**config.mk**
```make
export PLATFORM = sky130hd
export DESIGN_NAME = spiq_top
export DESIGN_NICKNAME = d
export VERILOG_FILES = /design/src/spiq_pkg.sv /design/src/spiq_top.sv
export SDC_FILE = /design/constraint.sdc
export NUM_CORES = 1
export LEC_CHECK = 0
export BUFFER_PORTS_ARGS = -buffer_cell sky130_fd_sc_hd__buf_2
export CORE_MARGIN = 2
export CORE_UTILIZATION = 54
export DETAILED_ROUTE_END_ITERATION = 8
export GPL_TIMING_DRIVEN = 0
export PLACE_DENSITY_LB_ADDON = 0.1
export SYNTH_ARGS = -nofsm -noshare
export SYNTH_HDL_FRONTEND = slang
export SYNTH_SLANG_ARGS = --single-unit
export TNS_END_PERCENT = 5
```
**constraint.sdc**
```tcl
create_clock -name i_clk -period 7.9 [get_ports i_clk]
set_input_delay 1.58 -clock i_clk [delete_from_list [all_inputs] [get_ports i_clk]]
set_output_delay 1.58 -clock i_clk [all_outputs]
set_load 0.02 [all_outputs]
```
**src/spiq_pkg.sv**
```systemverilog
package spiq_pkg;

  // ----------------------------------------------------------------
  // widths and depths
  // ----------------------------------------------------------------
  localparam int SPIQ_DATA_W = 8;
  localparam int SPIQ_FIFO_DEPTH = 32;
  localparam int SPIQ_SYNC_W = 4;
  localparam logic [3:0] SPIQ_BITS = 4'h8;

  // ----------------------------------------------------------------
  // master half-period in bus cycles per rate select
  // ----------------------------------------------------------------
  localparam logic [6:0] SPIQ_HALF_DIV2 = 7'h01;
  localparam logic [6:0] SPIQ_HALF_DIV8 = 7'h04;
  localparam logic [6:0] SPIQ_HALF_DIV32 = 7'h10;
  localparam logic [6:0] SPIQ_HALF_DIV128 = 7'h40;

  // ----------------------------------------------------------------
  // carriers
  // ----------------------------------------------------------------
  typedef struct packed {
    logic receive_irq_enable;
    logic master_select;
    logic cpol;
    logic cpha;
    logic wired_or_mode;
    logic module_enable;
    logic transmit_irq_enable;
  } spiq_ctrl_t;

  typedef struct packed {
    logic error_irq_enable;
    logic mode_fault_detect_enable;
    logic rate_select_hi;
    logic rate_select_lo;
  } spiq_sctrl_t;

  typedef struct packed {
    logic receive_full_flag;
    logic overflow_flag;
    logic mode_fault_flag;
    logic transmit_empty_flag;
  } spiq_status_t;

  typedef struct packed {
    logic out;
    logic oe_n;
  } spiq_pin_t;

  typedef enum logic {
    SPIQ_IDLE = 1'b0,
    SPIQ_XFER = 1'b1
  } spiq_xfer_t;

  // ----------------------------------------------------------------
  // reset values
  // ----------------------------------------------------------------
  localparam spiq_ctrl_t SPIQ_CTRL_RST = 7'h28;
  localparam spiq_sctrl_t SPIQ_SCTRL_RST = 4'h0;
  localparam spiq_status_t SPIQ_STATUS_RST = 4'h1;
  localparam spiq_pin_t SPIQ_PIN_OFF = 2'h1;

endpackage

```
**src/spiq_top.sv**
```systemverilog
`timescale 1ns/1ns

// ----------------------------------------------------------------
// three-stage pin synchroniser with agreement filter
// ----------------------------------------------------------------
module spiq_sync3 #(
  parameter int W = 1
) (
  input wire logic i_clk,
  input wire logic i_rstn,
  input wire logic [W-1:0] i_d,
  output logic [W-1:0] o_q
);
  typedef struct packed {
    logic [W-1:0] s1;
    logic [W-1:0] s2;
    logic [W-1:0] s3;
    logic [W-1:0] q;
  } spiq_sync_t;

  spiq_sync_t r;
  spiq_sync_t n;

  always_comb
  begin
    n = r;
    n.s1 = i_d;
    n.s2 = r.s1;
    n.s3 = r.s2;
    for (int k = 0; k < W; k++)
    begin
      if (r.s2[k] == r.s3[k])
      begin
        n.q[k] = r.s3[k];
      end
    end
  end

  always_ff @(posedge i_clk or negedge i_rstn)
  begin
    if (!i_rstn)
    begin
      r <= '0;
    end
    else
    begin
      r <= n;
    end
  end

  assign o_q = r.q;
endmodule

// ----------------------------------------------------------------
// receive fifo
// ----------------------------------------------------------------
module spiq_fifo #(
  parameter int WIDTH = 8,
  parameter int DEPTH = 32
) (
  input wire logic i_clk,
  input wire logic i_rstn,
  input wire logic i_s_valid,
  output logic o_s_ready,
  input wire logic [WIDTH-1:0] i_s_data,
  output logic o_m_valid,
  input wire logic i_m_ready,
  output logic [WIDTH-1:0] o_m_data
);
  localparam int AW = $clog2(DEPTH);

  typedef struct packed {
    logic [AW:0] wp;
    logic [AW:0] rp;
  } spiq_fptr_t;

  spiq_fptr_t r;
  spiq_fptr_t n;
  logic [WIDTH-1:0] mem [DEPTH];
  logic full;
  logic empty;

  assign empty = (r.wp == r.rp);
  assign full = (r.wp[AW-1:0] == r.rp[AW-1:0]) && (r.wp[AW] != r.rp[AW]);
  assign o_s_ready = !full;
  assign o_m_valid = !empty;
  assign o_m_data = mem[r.rp[AW-1:0]];

  always_comb
  begin
    n = r;
    if (i_s_valid && !full)
    begin
      n.wp = r.wp + 1'b1;
    end
    if (i_m_ready && !empty)
    begin
      n.rp = r.rp + 1'b1;
    end
  end

  always_ff @(posedge i_clk or negedge i_rstn)
  begin
    if (!i_rstn)
    begin
      r <= '0;
    end
    else
    begin
      r <= n;
    end
  end

  always_ff @(posedge i_clk)
  begin
    if (i_s_valid && !full)
    begin
      mem[r.wp[AW-1:0]] <= i_s_data;
    end
  end
endmodule

// ----------------------------------------------------------------
// serial controller top
// ----------------------------------------------------------------
module spiq_top (
  input wire logic i_clk,
  input wire logic i_rstn,
  input wire logic i_ctrl_wr,
  input wire spiq_pkg::spiq_ctrl_t i_ctrl_wdata,
  input wire logic i_sctrl_wr,
  input wire spiq_pkg::spiq_sctrl_t i_sctrl_wdata,
  input wire logic i_status_rd,
  input wire logic i_data_rd,
  input wire logic i_data_wr,
  input wire logic [spiq_pkg::SPIQ_DATA_W-1:0] i_data_wdata,
  input wire logic i_wait,
  input wire logic i_stop,
  input wire logic i_break,
  input wire logic i_break_clear_enable,
  input wire logic i_sclk_pin,
  input wire logic i_ss_n_pin,
  input wire logic i_mosi_pin,
  input wire logic i_miso_pin,
  output spiq_pkg::spiq_ctrl_t o_ctrl,
  output spiq_pkg::spiq_sctrl_t o_sctrl,
  output spiq_pkg::spiq_status_t o_status,
  output logic [spiq_pkg::SPIQ_DATA_W-1:0] o_rx_data,
  output logic o_tx_irq,
  output logic o_rx_irq,
  output logic o_wake,
  output logic o_spi_owns_pins,
  output spiq_pkg::spiq_pin_t o_sclk,
  output spiq_pkg::spiq_pin_t o_mosi,
  output spiq_pkg::spiq_pin_t o_miso
);
  import spiq_pkg::*;

  typedef struct packed {
    spiq_ctrl_t ctrl;
    spiq_sctrl_t sctrl;
    spiq_status_t st;
    logic rf_arm;
    logic ovf_arm;
    logic mf_arm;
    logic [SPIQ_DATA_W-1:0] tx_hold;
    logic tx_full;
    logic [SPIQ_DATA_W-1:0] shift;
    logic sbit;
    logic pend;
    logic [3:0] bitcnt;
    logic [6:0] div;
    logic sclk_o;
    spiq_xfer_t xfer;
    logic [SPIQ_DATA_W-1:0] rx_data;
    logic sclk_d;
    logic ss_d;
    spiq_pin_t sclk;
    spiq_pin_t mosi;
    spiq_pin_t miso;
    logic owns;
    logic tx_irq;
    logic rx_irq;
    logic wake;
  } spiq_state_t;

  localparam spiq_state_t ST_RST = '{
    ctrl: SPIQ_CTRL_RST, sctrl: SPIQ_SCTRL_RST, st: SPIQ_STATUS_RST,
    xfer: SPIQ_IDLE, ss_d: 1'b1, sclk: SPIQ_PIN_OFF, mosi: SPIQ_PIN_OFF,
    miso: SPIQ_PIN_OFF, default: '0};

  spiq_state_t r;
  spiq_state_t n;
  logic [SPIQ_SYNC_W-1:0] sy;
  logic sy_sclk;
  logic sy_ss;
  logic sy_mosi;
  logic sy_miso;
  logic fifo_s_valid;
  logic fifo_s_ready;
  logic [SPIQ_DATA_W-1:0] fifo_s_data;
  logic fifo_m_valid;
  logic fifo_m_ready;
  logic [SPIQ_DATA_W-1:0] fifo_m_data;
  logic acc;
  logic frz;
  logic ms;
  logic en;
  logic lead_e;
  logic trail_e;
  logic chg;
  logic mfc;
  logic [6:0] half;

  // ----------------------------------------------------------------
  // pin synchronisers and receive buffer
  // ----------------------------------------------------------------
  spiq_sync3 #(.W(SPIQ_SYNC_W)) u_sync (
    .i_clk(i_clk),
    .i_rstn(i_rstn),
    .i_d({i_miso_pin, i_mosi_pin, !i_ss_n_pin, i_sclk_pin}),
    .o_q(sy)
  );

  assign sy_sclk = sy[0];
  // select travels inverted so a cleared synchroniser reads as deselected
  assign sy_ss = !sy[1];
  assign sy_mosi = sy[2];
  assign sy_miso = sy[3];
  assign fifo_m_ready = !r.st.receive_full_flag && !i_stop;

  spiq_fifo #(.WIDTH(SPIQ_DATA_W), .DEPTH(SPIQ_FIFO_DEPTH)) u_rx_fifo (
    .i_clk(i_clk),
    .i_rstn(i_rstn),
    .i_s_valid(fifo_s_valid),
    .o_s_ready(fifo_s_ready),
    .i_s_data(fifo_s_data),
    .o_m_valid(fifo_m_valid),
    .i_m_ready(fifo_m_ready),
    .o_m_data(fifo_m_data)
  );

  // loads the shift register; empty queue leaves the old byte to resend
  function automatic spiq_state_t load_tx(input spiq_state_t s, input logic [6:0] h);
    spiq_state_t t;
    t = s;
    if (s.tx_full)
    begin
      t.shift = s.tx_hold;
      t.tx_full = 1'b0;
      t.st.transmit_empty_flag = 1'b1;
    end // otherwise resend old shifter
    t.bitcnt = 4'h0;
    t.pend = 1'b0;
    t.div = h - 7'h01;
    t.xfer = SPIQ_XFER;
    return t;
  endfunction

  // ----------------------------------------------------------------
  // next state
  // ----------------------------------------------------------------
  always_comb
  begin
    n = r;
    fifo_s_valid = 1'b0;
    fifo_s_data = r.shift;
    acc = !i_wait && !i_stop;
    frz = i_break && !i_break_clear_enable;
    lead_e = 1'b0;
    trail_e = 1'b0;
    chg = 1'b0;
    mfc = 1'b0;
    unique case ({r.sctrl.rate_select_hi, r.sctrl.rate_select_lo})
      2'h0: half = SPIQ_HALF_DIV2;
      2'h1: half = SPIQ_HALF_DIV8;
      2'h2: half = SPIQ_HALF_DIV32;
      2'h3: half = SPIQ_HALF_DIV128;
    endcase

    // register writes never touch flags directly
    if (acc && i_ctrl_wr)
    begin
      n.ctrl = i_ctrl_wdata;
    end
    if (acc && i_sctrl_wr)
    begin
      n.sctrl = i_sctrl_wdata;
    end

    // two-step clears, frozen during a protected break
    if (acc && !frz)
    begin
      if (i_data_rd && r.rf_arm)
      begin
        n.st.receive_full_flag = 1'b0;
        n.rf_arm = 1'b0;
      end
      if (i_data_rd && r.ovf_arm)
      begin
        n.st.overflow_flag = 1'b0;
        n.ovf_arm = 1'b0;
      end
      if (i_ctrl_wr && r.mf_arm)
      begin
        n.st.mode_fault_flag = 1'b0;
        n.mf_arm = 1'b0;
      end
      if (i_status_rd)
      begin
        n.rf_arm = r.st.receive_full_flag;
        n.ovf_arm = r.st.overflow_flag;
        n.mf_arm = r.st.mode_fault_flag;
      end
      if (i_data_wr)
      begin
        n.tx_hold = i_data_wdata;
        n.tx_full = 1'b1;
        n.st.transmit_empty_flag = 1'b0;
      end
    end // data writes while frozen are dropped

    ms = n.ctrl.master_select;
    n.sclk_d = sy_sclk;
    n.ss_d = sy_ss;

    if (!i_stop)
    begin
      // mode fault, detection gated by its enable
      mfc = r.ctrl.module_enable && r.sctrl.mode_fault_detect_enable &&
            ((ms && !sy_ss) || (!ms && r.xfer == SPIQ_XFER && sy_ss));
      if (mfc)
      begin
        n.st.mode_fault_flag = 1'b1;
        n.mf_arm = 1'b0;
        if (ms)
        begin
          n.ctrl.module_enable = 1'b0;
        end
      end

      // move buffered receive bytes into the data register
      if (fifo_m_valid && fifo_m_ready)
      begin
        n.rx_data = fifo_m_data;
        n.st.receive_full_flag = 1'b1;
      end

      en = n.ctrl.module_enable;
      if (ms)
      begin
        if (r.xfer == SPIQ_XFER)
        begin
          if (r.div == 7'h00)
          begin
            n.div = half - 7'h01;
            lead_e = (r.sclk_o == r.ctrl.cpol);
            trail_e = !lead_e;
            n.sclk_o = !r.sclk_o;
          end
          else
          begin
            n.div = r.div - 7'h01;
          end
        end
      end
      else
      begin
        // slave ignores clocks while deselected
        chg = (sy_sclk != r.sclk_d) && !sy_ss;
        lead_e = chg && (r.sclk_d == r.ctrl.cpol);
        trail_e = chg && (r.sclk_d != r.ctrl.cpol);
        if (r.xfer == SPIQ_IDLE && en)
        begin
          if ((!r.ctrl.cpha && r.ss_d && !sy_ss) || (r.ctrl.cpha && lead_e))
          begin
            n = load_tx(n, half);
          end
        end
      end

      // sample on one edge, shift the sampled bit in on the other
      if (n.xfer == SPIQ_XFER && (lead_e || trail_e))
      begin
        if (lead_e ^ n.ctrl.cpha)
        begin
          n.sbit = ms ? sy_miso : sy_mosi;
          n.pend = 1'b1;
          n.bitcnt = n.bitcnt + 4'h1;
        end
        else if (n.pend)
        begin
          n.shift = {n.shift[SPIQ_DATA_W-2:0], n.sbit};
          n.pend = 1'b0;
        end
      end

      if (n.xfer == SPIQ_XFER && n.bitcnt == SPIQ_BITS && (!n.pend || n.ctrl.cpha))
      begin
        if (n.pend)
        begin
          n.shift = {n.shift[SPIQ_DATA_W-2:0], n.sbit};
          n.pend = 1'b0;
        end
        n.xfer = SPIQ_IDLE;
        n.sclk_o = n.ctrl.cpol;
        fifo_s_data = n.shift;
        if (fifo_s_ready)
        begin
          fifo_s_valid = 1'b1;
        end
        else
        begin
          n.st.overflow_flag = 1'b1;
        end
      end

      // back-to-back master start from the queue
      if (ms && en && n.xfer == SPIQ_IDLE && n.tx_full)
      begin
        n = load_tx(n, half);
      end

      // partial reset while disabled
      if (!en)
      begin
        n.xfer = SPIQ_IDLE;
        n.shift = '0;
        n.bitcnt = 4'h0;
        n.pend = 1'b0;
        n.tx_full = 1'b0;
        n.div = 7'h00;
        n.sclk_o = n.ctrl.cpol;
        n.st.transmit_empty_flag = 1'b1;
      end
    end

    // pin ownership and drivers
    en = n.ctrl.module_enable;
    n.owns = en;
    n.sclk.out = n.sclk_o;
    n.sclk.oe_n = !(en && ms);
    n.mosi.out = n.ctrl.wired_or_mode ? 1'b0 : n.shift[SPIQ_DATA_W-1];
    n.mosi.oe_n = !(en && ms && (!n.ctrl.wired_or_mode || !n.shift[SPIQ_DATA_W-1]));
    n.miso.out = n.shift[SPIQ_DATA_W-1];
    n.miso.oe_n = !(en && !ms && !sy_ss);

    // level requests
    n.tx_irq = n.st.transmit_empty_flag && n.ctrl.transmit_irq_enable;
    n.rx_irq = (n.st.receive_full_flag && n.ctrl.receive_irq_enable && en) ||
               (n.ctrl.receive_irq_enable && n.sctrl.error_irq_enable &&
                (n.st.overflow_flag || n.st.mode_fault_flag));
    n.wake = i_wait && (n.tx_irq || n.rx_irq);
  end

  // ----------------------------------------------------------------
  // state register
  // ----------------------------------------------------------------
  always_ff @(posedge i_clk or negedge i_rstn)
  begin
    if (!i_rstn)
    begin
      r <= ST_RST;
    end
    else
    begin
      r <= n;
    end
  end

  assign o_ctrl = r.ctrl;
  assign o_sctrl = r.sctrl;
  assign o_status = r.st;
  assign o_rx_data = r.rx_data;
  assign o_tx_irq = r.tx_irq;
  assign o_rx_irq = r.rx_irq;
  assign o_wake = r.wake;
  assign o_spi_owns_pins = r.owns;
  assign o_sclk = r.sclk;
  assign o_mosi = r.mosi;
  assign o_miso = r.miso;
endmodule

```
Word level (Yosys, flattened, before mapping). Memories as Yosys holds them, arrays and structs flattened. Cells that the tools add are included.

Flip-flop bits (word level): 95. Bits in latches: 0. Memory bits (writable): 256. Bits in read-only memories: 0. Input bits: 34. Output and inout port bits: 33. Word-level logic and storage cells: 219. Memories kept: 1.

Add/sub/neg operators: 5. Multiply operators: 0. Divide/modulo/power cells: 0. Magnitude comparators: 0. Eq/ne operators: 18. Shift operators: 0. Mux-type cells: 74. Bitwise logic cells: 4. Reductions and logical operators: 70.

Memory list: u_rx_fifo.mem (words 32, bits a word 8, rd ports 1, clocked after Yosys merged registers in 0, wr ports 1, RTL line spiq_top.sv:79) `logic [WIDTH-1:0] mem [DEPTH];`.

Operator list (count): two-way mux 56 bit (3); two-way mux 8 bit (12); two-way mux 70 bit (1); two-way mux 14 bit (3); two-way mux 21 bit (2); two-way mux 41 bit (1); logical AND 1 bit (40); two-way mux 1 bit (40); two-way mux 40 bit (1); one-hot mux 7 bit (4 select lines) (1); logical NOT 1 bit (19); two-way mux 9 bit (2); two-way mux 16 bit (1); two-way mux 7 bit (2); subtractor 7 x 1 -> 7 bit, second input constant (2); adder 6 x 1 -> 6 bit, second input constant (2); logical OR 1 bit (8); two-way mux 4 bit (2); inequality test 4 x 2 -> 1 bit, second input constant (2); logical NOT 7 bit (1); == test 1 bit (6); == test 6 bit (1); == test 5 bit (1); adder 4 x 1 -> 4 bit, second input constant (1); other kinds (11) (17).

Depth between registers and ports, before layout. Gate-level depths: netlist (run 1).

Depth in word-level cells: 35. Mapped depth: 16.

Cells and area by module. A second synthesis (run 1) with hierarchy kept.

Cells, all modules: 911. Area total of the unflattened synthesis: 15234.6 um^2.

By module, submodules not included: spiq_fifo (instances 1, cells each 469, area an instance 10562.6 um^2); spiq_top (instances 1, cells each 418, area an instance 4196.5 um^2); spiq_sync3 (instances 1, cells each 24, area an instance 475.5 um^2).

Worst setup path before layout (run 1). OpenSTA, ideal clock, no wires.

Path kind: in2reg. Start: input port i_stop. End: memory u_rx_fifo.mem[0][4] (data pin). Library setup time: 0.377 ns. Arrival: 5.286 ns. Data required time: 7.523 ns. Path slack: 2.237 ns. Cell stages on the path: 14. Path buffers: 3. Path through: buf_6 nor3b_2 buf_6 mux2i_1 nand3_1 and2_1 ha_1 a21boi_1 a2111oi_2 o2bb2ai_2 nor3_2 clkbuf_1 nor2_1 a21oi_1.

Longest elaborated chain between the ends: 24. Elaborated cells on any way between the ends: 45. Classes of those cells: 1 x add/sub; 1 x eq/ne; 25 x mux; 1 x bitwise; 17 x reduce/logical.

Ends and longest elaborated chain: start: declaration (RTL line spiq_top.sv:138) `input wire logic i_stop,`; logical NOT 1 bit; logical AND 1 bit (RTL line spiq_top.sv:268) `acc = !i_wait && !i_stop;`; logical AND 1 bit (RTL line spiq_top.sv:282) `if (acc && i_ctrl_wr)`; two-way mux 7 bit (RTL line spiq_top.sv:282); logical NOT 1 bit (RTL line spiq_top.sv:331) `((ms && !sy_ss) || (!ms && r.xfer == SPIQ_XFER && sy_ss));`; logical AND 1 bit (2 in series) (RTL line spiq_top.sv:331); logical OR 1 bit (RTL line spiq_top.sv:331); logical AND 1 bit (RTL line spiq_top.sv:330) `mfc = r.ctrl.module_enable && r.sctrl.mode_fault_detect_enable &&`; (+7 left out); two-way mux 4 bit (RTL line spiq_top.sv:385) `if (lead_e ^ n.ctrl.cpha)`; two-way mux 14 bit (RTL line spiq_top.sv:383) `if (n.xfer == SPIQ_XFER && (lead_e || trail_e))`; two-way mux 14 bit (RTL line spiq_top.sv:327) `if (!i_stop)`; == test 4 bit (RTL line spiq_top.sv:398) `if (n.xfer == SPIQ_XFER && n.bitcnt == SPIQ_BITS && (!n.pend || n.ctrl.cpha))`; logical AND 1 bit (2 in series) (RTL line spiq_top.sv:398); two-way mux 8 bit (RTL line spiq_top.sv:398); two-way mux 8 bit * (RTL line spiq_top.sv:327); via fifo_s_data[4] (RTL line spiq_top.sv:201) `logic [SPIQ_DATA_W-1:0] fifo_s_data;`; end: declaration (RTL line spiq_top.sv:79).

Mark *: on every way through the listed nets, which the timed path passes. The rest lies on a longest branch. The select of a mux whose other input is x is not followed.

Final worst setup path (run 1).
Start: input port i_stop. End: memory u_rx_fifo.mem[5][6] (data pin).

The elaborated chain is that of the path after synthesis.

==> metrics.md, run 1 <==
| Metric | Value |
|---|---|
| Post-CTS sizing | 0 |
| Routed WL | 32100 um |
| R2R setup slack | 2.78 ns |
| RR Startpoint | r[22]$_DFFE_PN0P_ |
| Worst Setup EP | u_rx_fifo.mem[5][6]$_DFFE_PP_ |
| Worst endpoint required time | 8.25 ns |
| DRC Markers | 0 |
| R2R depth | 13 |
| Fin. Hold Viols | 0 |
| I/O pin cnt | 67 |
| Top delay family on crit path | compound AO/OA/AOI/OAI gates |
| Largest net degree at the start of global routing | 66 |
| DRT Pass-1 Iters | 5 |
| GRT Total Usage | 22.7% |
| Initial antenna violation count | 0 |
| CP max stage delay | 0.74 ns |
| Slew HR | 18.1% |
| Cells along the critical path | buf_6 -> nor3b_2 -> buf_6 -> mux2i_1 -> nand3_1 -> and2_1 -> ha_1 -> a21boi_1 -> a2111oi_2 -> o2bb2ai_2 -> nor3_2 -> clkbuf_1 -> nor2_1 -> a21oi_2 -> buf_6 |
| Critical path buffers and inverters | 4 |
| Maximum VDD drop | 0.198 mV |
| Worst setup path startpoint | i_stop |
| CTS tree | done |
| Setup CP Type | primary input to flip-flop |
| Number of hold buffers added after CTS | 0 |
| RSZ-0062 raised after global routing | false |
| Initial drt markers | 636 |
| Crit share post-route | 76.1% |
| CTS root buffer | clkbuf_16 |
| Post-synthesis adder-cell area fraction | 0.929% |
| Setup TNS | 0 ns |
| H-tree depth | 2 |
| Critical Path Stages | 15 |
| Final WS setup | 1.89 ns |
| Final ANT Viol Nets | 0 |
| Synth unique cells | 68 |
| First-pass GRT wire length | 49200 um |
| Crit path launch type | primary input |
| DR vias | 8332 |
| Ant diodes | 0 |
| DR WL/cell | 22.5 um |
| Max Clock Freq | 0.166 GHz |
| Asr flop ratio synth | 27.1% |
| Die height | 171 um |
| MaxCap Viol Count | 0 |
| Initial Util | 54.6% |
| Area of the multi-input gates | 4590 sq um |
| R2R Path End | u_rx_fifo.mem[5][6]$_DFFE_PP_ |
| Fillers | 2078 |
| Critical Path Most Common Cell | buf_6 |
| CP Capture Type | flip-flop |
| CTS clk-pin slew, worst paths | 0.06 ns |
| Slowest CP cell | a21oi_2 |
| Post-Syn Instances | 912 |
| Leakage | 6.27 nW |
| Proportion of synthesized area in mux cells | 16.9% |
| Max-slew violations | 0 |
| Overflow after GRT | 0 |
| Power density over cell area | 309 nW/um^2 |
| Crit Path Max Fanout | 17 |
| Hold Path Class | flip-flop to flip-flop |
| Post-CTS Setup Bufs | 0 |
| Vias in the first global route | 8338 |
| Post-DP HPWL | 21300 um |
| Sequential cell area | 10100 sq um |
| Status | finished clean |
| DP Worst Slack | 1.35 ns |
| Ys flop type | edfxtp_1 |
| Synthesized netlist net count | 954 |
| Fraction of the mapped netlist area in simple logic gates | 5.96% |
| EDFF count, synth | 256 |
| Clock Tree Buf Depth | 3 |
| Flop and latch count out of synthesis | 351 |
| Core box area | 27600 sq um |
| Synthesized area | 15100 sq um |
| Ratio of cells with drive above 1 in the final layout | 27.9% |
| Die ar. | 29300 sq um |
| Final setup violation count | 0 |
| Worst-Margin Slew | 1.23 ns |
| Worst skew pair latency | 0.51 ns |
| Min Tclk post-route | 6.01 ns |
| Part of the Yosys area used for sequential elements | 66.8% |
| Complex-gate fraction of the synthesized area | 4.80% |
| # clock sinks | 351 |
| IO buf count | 65 |
| Main combinational cell family by area after synthesis | multiplexers |
| Syn_area_per_cell | 16.5 sq um |
| DR vias/cell | 5.85 |
| Worst endpoint data arrival time | 6.36 ns |
| Synthesis warning total | 0 |
| Synth-to-Final Area Change | 13.9% |
| GPL Wtd Cong | 0.838 |
| Synth Area in XOR/XNOR | 1.50% |
| Die W | 171 um |
| Cell Rows | 61 |
| CTS buffer count | 37 |
| Setup Skew | 0.0142 ns |
| Final nets | 1062 |
[cell families (layout without fill, tap and decap cells)]
group	after synthesis	after routing
simple gates	181	181
compound gates	112	112
buf+inv	92	227
fa+ha+maj	12	12
xor+xnor	25	25
mux	139	139
flops	351	351
[final cells by class]
type | count | share of cell area [%]
flip-flops and latches | 351 | 58.6
multi-input cells | 469 | 26.7
clock buffers | 49 | 5.89
well taps | 378 | 2.75
repair buffers | 69 | 2.31
plain buffers | 66 | 2.22
clock inverters | 17 | 0.925
inverters | 26 | 0.582
[metal layers]
metal / up-vias / track usage (%) / part of all wire (%)
met5: - / 0 / 0
met4: 0 / 6.67 / 2.4
met3: 41 / 3.65 / 5.3
met2: 267 / 37.3 / 49
met1: 4282 / 31.8 / 44
li1: 3742 / - / -
[cells in the final DEF (no fill, tap or decap), drive strengths merged, types with 4 or more instances in the layout]
cell	instances
and2	4
nand2b	5
o211ai	5
ha	8
edfxtp	256
clkinv	14
dfrtp	88
dfstp	7
buf	110
xnor2	16
a21oi	35
nor3	19
mux2	21
nor2	62
clkbuf	74
mux2i	31
nor3b	7
o21ai	28
a31oi	8
nand2	50
inv	26
nand3	11
maj3	4
o31ai	4
mux4	87
xor2	9
or3	4
nand4	4
a22o	8
[worst register-to-register path, cell delays in order (launching register included)]
cell and delay, ns:
dfrtp_1 0.39, inv_1 0.08, ha_1 0.18, nor3b_1 0.74
nand4_1 0.28, mux2i_4 0.28, xnor2_1 0.20, a2111oi_2 0.38
o2bb2ai_2 0.20, nor3_2 0.44, clkbuf_1 0.66, nor2_1 0.11
a21oi_2 0.74, buf_6 0.28
[power breakdown]
part,internal (mW),switching (mW)
clock,0.998,0.677
sequential,2.10,0.0840
combinational,0.670,0.786
[metrics by stage]
| step | power, mW | hold WS (ns) | std cells | utilization, % | instance area, sq um |
|---|---|---|---|---|---|
| 2_1_floorplan | 3.25 | 0.331 | 912 | - | 15100 |
| 3_3_place_gp | 3.66 | 0.334 | 1355 | 57.5 | 15900 |
| 3_5_place_dp | 3.68 | 0.339 | 1359 | 58.0 | 16000 |
| 4_1_cts | 5.37 | 0.354 | 1425 | 62.2 | 17200 |
| 5_1_grt | 5.55 | 0.368 | 1425 | 62.2 | 17200 |
| 6_report | 5.31 | 0.351 | 1425 | 62.2 | 17200 |
[state kept, by name (all words and copies together) (netlist names), named ones only]
name,cells
u_rx_fifo.mem,256
r,36
u_rx_fifo.r,12
u_sync.n,8
o_ctrl,6
o_sctrl,4
o_status,4
u_sync.o_q,4
u_sync.r,4
o_mosi,2
o_miso,1
o_rx_irq,1
o_sclk,1
o_spi_owns_pins,1
o_tx_irq,1
o_wake,1
[cells in the mapped netlist (all sizes together), types with 9 or more instances]
cell type | n | area share (%)
dfrtp | 88 | 15
nand2 | 50 | 1.2
nor3 | 19 | 0.81
o21ai | 28 | 0.95
clkbuf | 25 | 0.62
mux2i | 31 | 2.3
xnor2 | 16 | 0.98
edfxtp | 256 | 51
mux4 | 87 | 13
buf | 41 | 1.9
nand3 | 11 | 0.36
xor2 | 9 | 0.52
mux2 | 21 | 1.6
nor2 | 62 | 1.7
inv | 26 | 0.66
a21oi | 35 | 1.2
[worst min path at each step]
stage                           startpoint               endpoint  slack [ns]  cells past startpoint
floorplan            u_sync.n[8]$_DFF_PN0_  u_sync.n[4]$_DFF_PN0_        0.33                      0
global placement     u_sync.n[9]$_DFF_PN0_  u_sync.n[5]$_DFF_PN0_        0.33                      0
detailed placement  u_sync.n[10]$_DFF_PN0_  u_sync.n[6]$_DFF_PN0_        0.34                      0
CTS                  u_sync.n[9]$_DFF_PN0_  u_sync.n[5]$_DFF_PN0_        0.35                      0
global route         u_sync.n[8]$_DFF_PN0_  u_sync.n[4]$_DFF_PN0_        0.37                      0
finish               u_sync.n[9]$_DFF_PN0_  u_sync.n[5]$_DFF_PN0_        0.35                      0
(Power assumes the default switching activity.)
==> inputs of run 2 (changes only) <==
- clock period: 7.9 -> 5.2 ns (I/O delays scaled with it)
==> run 2 against run 1 <==
  * Clock skew is 0.0013 ns higher
  * First-iteration DRC count increased by 7.1%
  * Cell area increased by 0.75%
  * Global-route usage up 0.30 points
  * Clock power up 53%
  * Non-clock buffer count increased by 3
  * Sequential power is 52% higher
  * Via count up 0.12%
  * Critical path type unchanged
  * Largest power group unchanged
==> metrics.md, run 2 (same netlist as run 1, synthesis figures left out) <==
| Metric | Value |
|---|---|
| Status | finished clean |
| Overflow after GRT | 0 |
| Fin area | 17300 sq um |
| Ratio of cells with drive above 1 in the final layout | 30.5% |
| GRT Total Usage | 23.0% |
| Power density over cell area | 467 nW/um^2 |
| Worst skew pair latency | 0.52 ns |
| Number of hold buffers added after CTS | 0 |
| Routed WL | 32500 um |
| Final setup violation count | 0 |
| DR vias/cell | 5.84 |
| Total power | 8.08 mW |
| Ant diodes | 0 |
| RSZ-0062 raised after global routing | true |
| Die W | 171 um |
| Placed Instance Area | 16000 sq um |
| Worst-Margin Slew | 1.15 ns |
| Post-DP HPWL | 21300 um |
| Setup Skew | 0.0154 ns |
| Setup CP Type | primary input to flip-flop |
| DP Worst Slack | -0.805 ns |
| # clock sinks | 351 |
| Final WS setup | 0.256 ns |
| Met3 usage | 4.09% |
| DR WL/cell | 22.7 um |
| Core occupancy in the finished layout | 62.7% |
| Maximum VDD drop | 0.300 mV |
| Fin. Hold Viols | 0 |
| Hold Path Class | flip-flop to flip-flop |
| IO buf count | 65 |
| Vias in the first global route | 8383 |
| Initial antenna violation count | 0 |
| Min Tclk post-route | 4.94 ns |
| Sequential cell area | 10100 sq um |
| Cell Rows | 61 |
| Met2 usage | 37.1% |
| Crit share post-route | 95.1% |
| CTS clk-pin slew, worst paths | 0.06 ns |
| Die height | 171 um |
| Area of the multi-input gates | 4690 sq um |
| First-pass GRT wire length | 49700 um |
| Max reg flops | 256 |
| Grt met1 use | 32.2% |
| Setup TNS | 0 ns |
| Worst endpoint required time | 5.34 ns |
| Die ar. | 29300 sq um |
| Final nets | 1066 |
| CTS buffer count | 37 |
| CP Capture Type | flip-flop |
| DRC Markers | 0 |
| DRT Pass-1 Iters | 5 |
| Crit path launch type | primary input |
| CTS root buffer | clkbuf_16 |
| Non-Filler Instances | 1429 |
| GPL Wtd Cong | 0.838 |
| Largest net degree at the start of global routing | 66 |
| Max Clock Freq | 0.202 GHz |
| Synth-to-Final Area Change | 14.8% |
| Clock Tree Buf Depth | 3 |
| Initial Util | 54.6% |
| Worst hold slack | 0.351 ns |
| Most common cell after layout, fill and taps aside | edfxtp_1 |
| CTS tree | done |
| Initial drt markers | 681 |
| Fillers | 2066 |
| Slew HR | 23.0% |
| DR vias | 8342 |
| Busiest grt layer | met2 |
| Max-slew violations | 0 |
| Leakage | 6.30 nW |
| Crit Path Max Fanout | 10 |
| I/O pin cnt | 67 |
| Final ANT Viol Nets | 0 |
| H-tree depth | 2 |
| Worst endpoint data arrival time | 5.08 ns |
| Core box area | 27600 sq um |
| Commonest cells after routing, fill and taps aside | 256 x edfxtp_1, 88 x dfrtp_1, 87 x mux4_2 |
| MaxCap Viol Count | 0 |
| Placed instance count | 1359 |
-- run 2: metal layers --
layer	part of all wire [%]	vias up
li1	-	3752
met1	44	4302
met2	48	242
met3	5.0	46
met4	3.0	0
met5	0	-
-- run 2: repair_timing --
item                       in CTS  in global routing
resized for setup               4                 28
buffers inserted                0                  3
gates cloned                    1                  0
setup endpoints to repair      96                374
-- run 2: power by group --
part | switching [mW] | internal, mW
clock | 1.03 | 1.52
combinational | 1.20 | 1.02
sequential | 0.128 | 3.18
total | 2.36 | 5.72
-- run 2: final cells by class --
type / count / share of cell area, %
clock buffer: 49 / 5.85
tap: 378 / 2.73
buffer: 66 / 2.23
timing repair buffer: 72 / 2.42
multi-input combinational: 470 / 27.1
inverter: 26 / 0.578
sequential: 351 / 58.2
clock inverter: 17 / 0.918
-- run 2: worst paths after layout --
path / startpoint / to / slack [ns] / depth (start not counted)
worst max register to register: r[22]$_DFFE_PN0P_ / u_rx_fifo.mem[4][6]$_DFFE_PP_ / 0.46 / 11
worst min-delay path: u_sync.n[9]$_DFF_PN0_ / u_sync.n[5]$_DFF_PN0_ / 0.35 / 0
worst min register to register: u_sync.n[9]$_DFF_PN0_ / u_sync.n[5]$_DFF_PN0_ / 0.35 / 0
worst max-delay path: i_stop / u_rx_fifo.mem[4][6]$_DFFE_PP_ / 0.26 / 13
max in group asynchronous: i_rstn / o_mosi[0]$_DFF_PN1_ / 4.00 / 2
min in group asynchronous: i_rstn / o_tx_irq$_DFF_PN0_ / 0.47 / 1
-- run 2: critical path, stage by stage --
cell and delay, ns:
buf_6 0.13, nor3b_2 0.20, buf_6 0.20, mux2i_2 0.41
nand3_1 0.24, and2_1 0.26, ha_1 0.18, a21boi_1 0.15
a2111oi_2 0.43, o2bb2ai_2 0.20, nor4_4 0.44, nand2_1 0.48
nor2_1 0.70
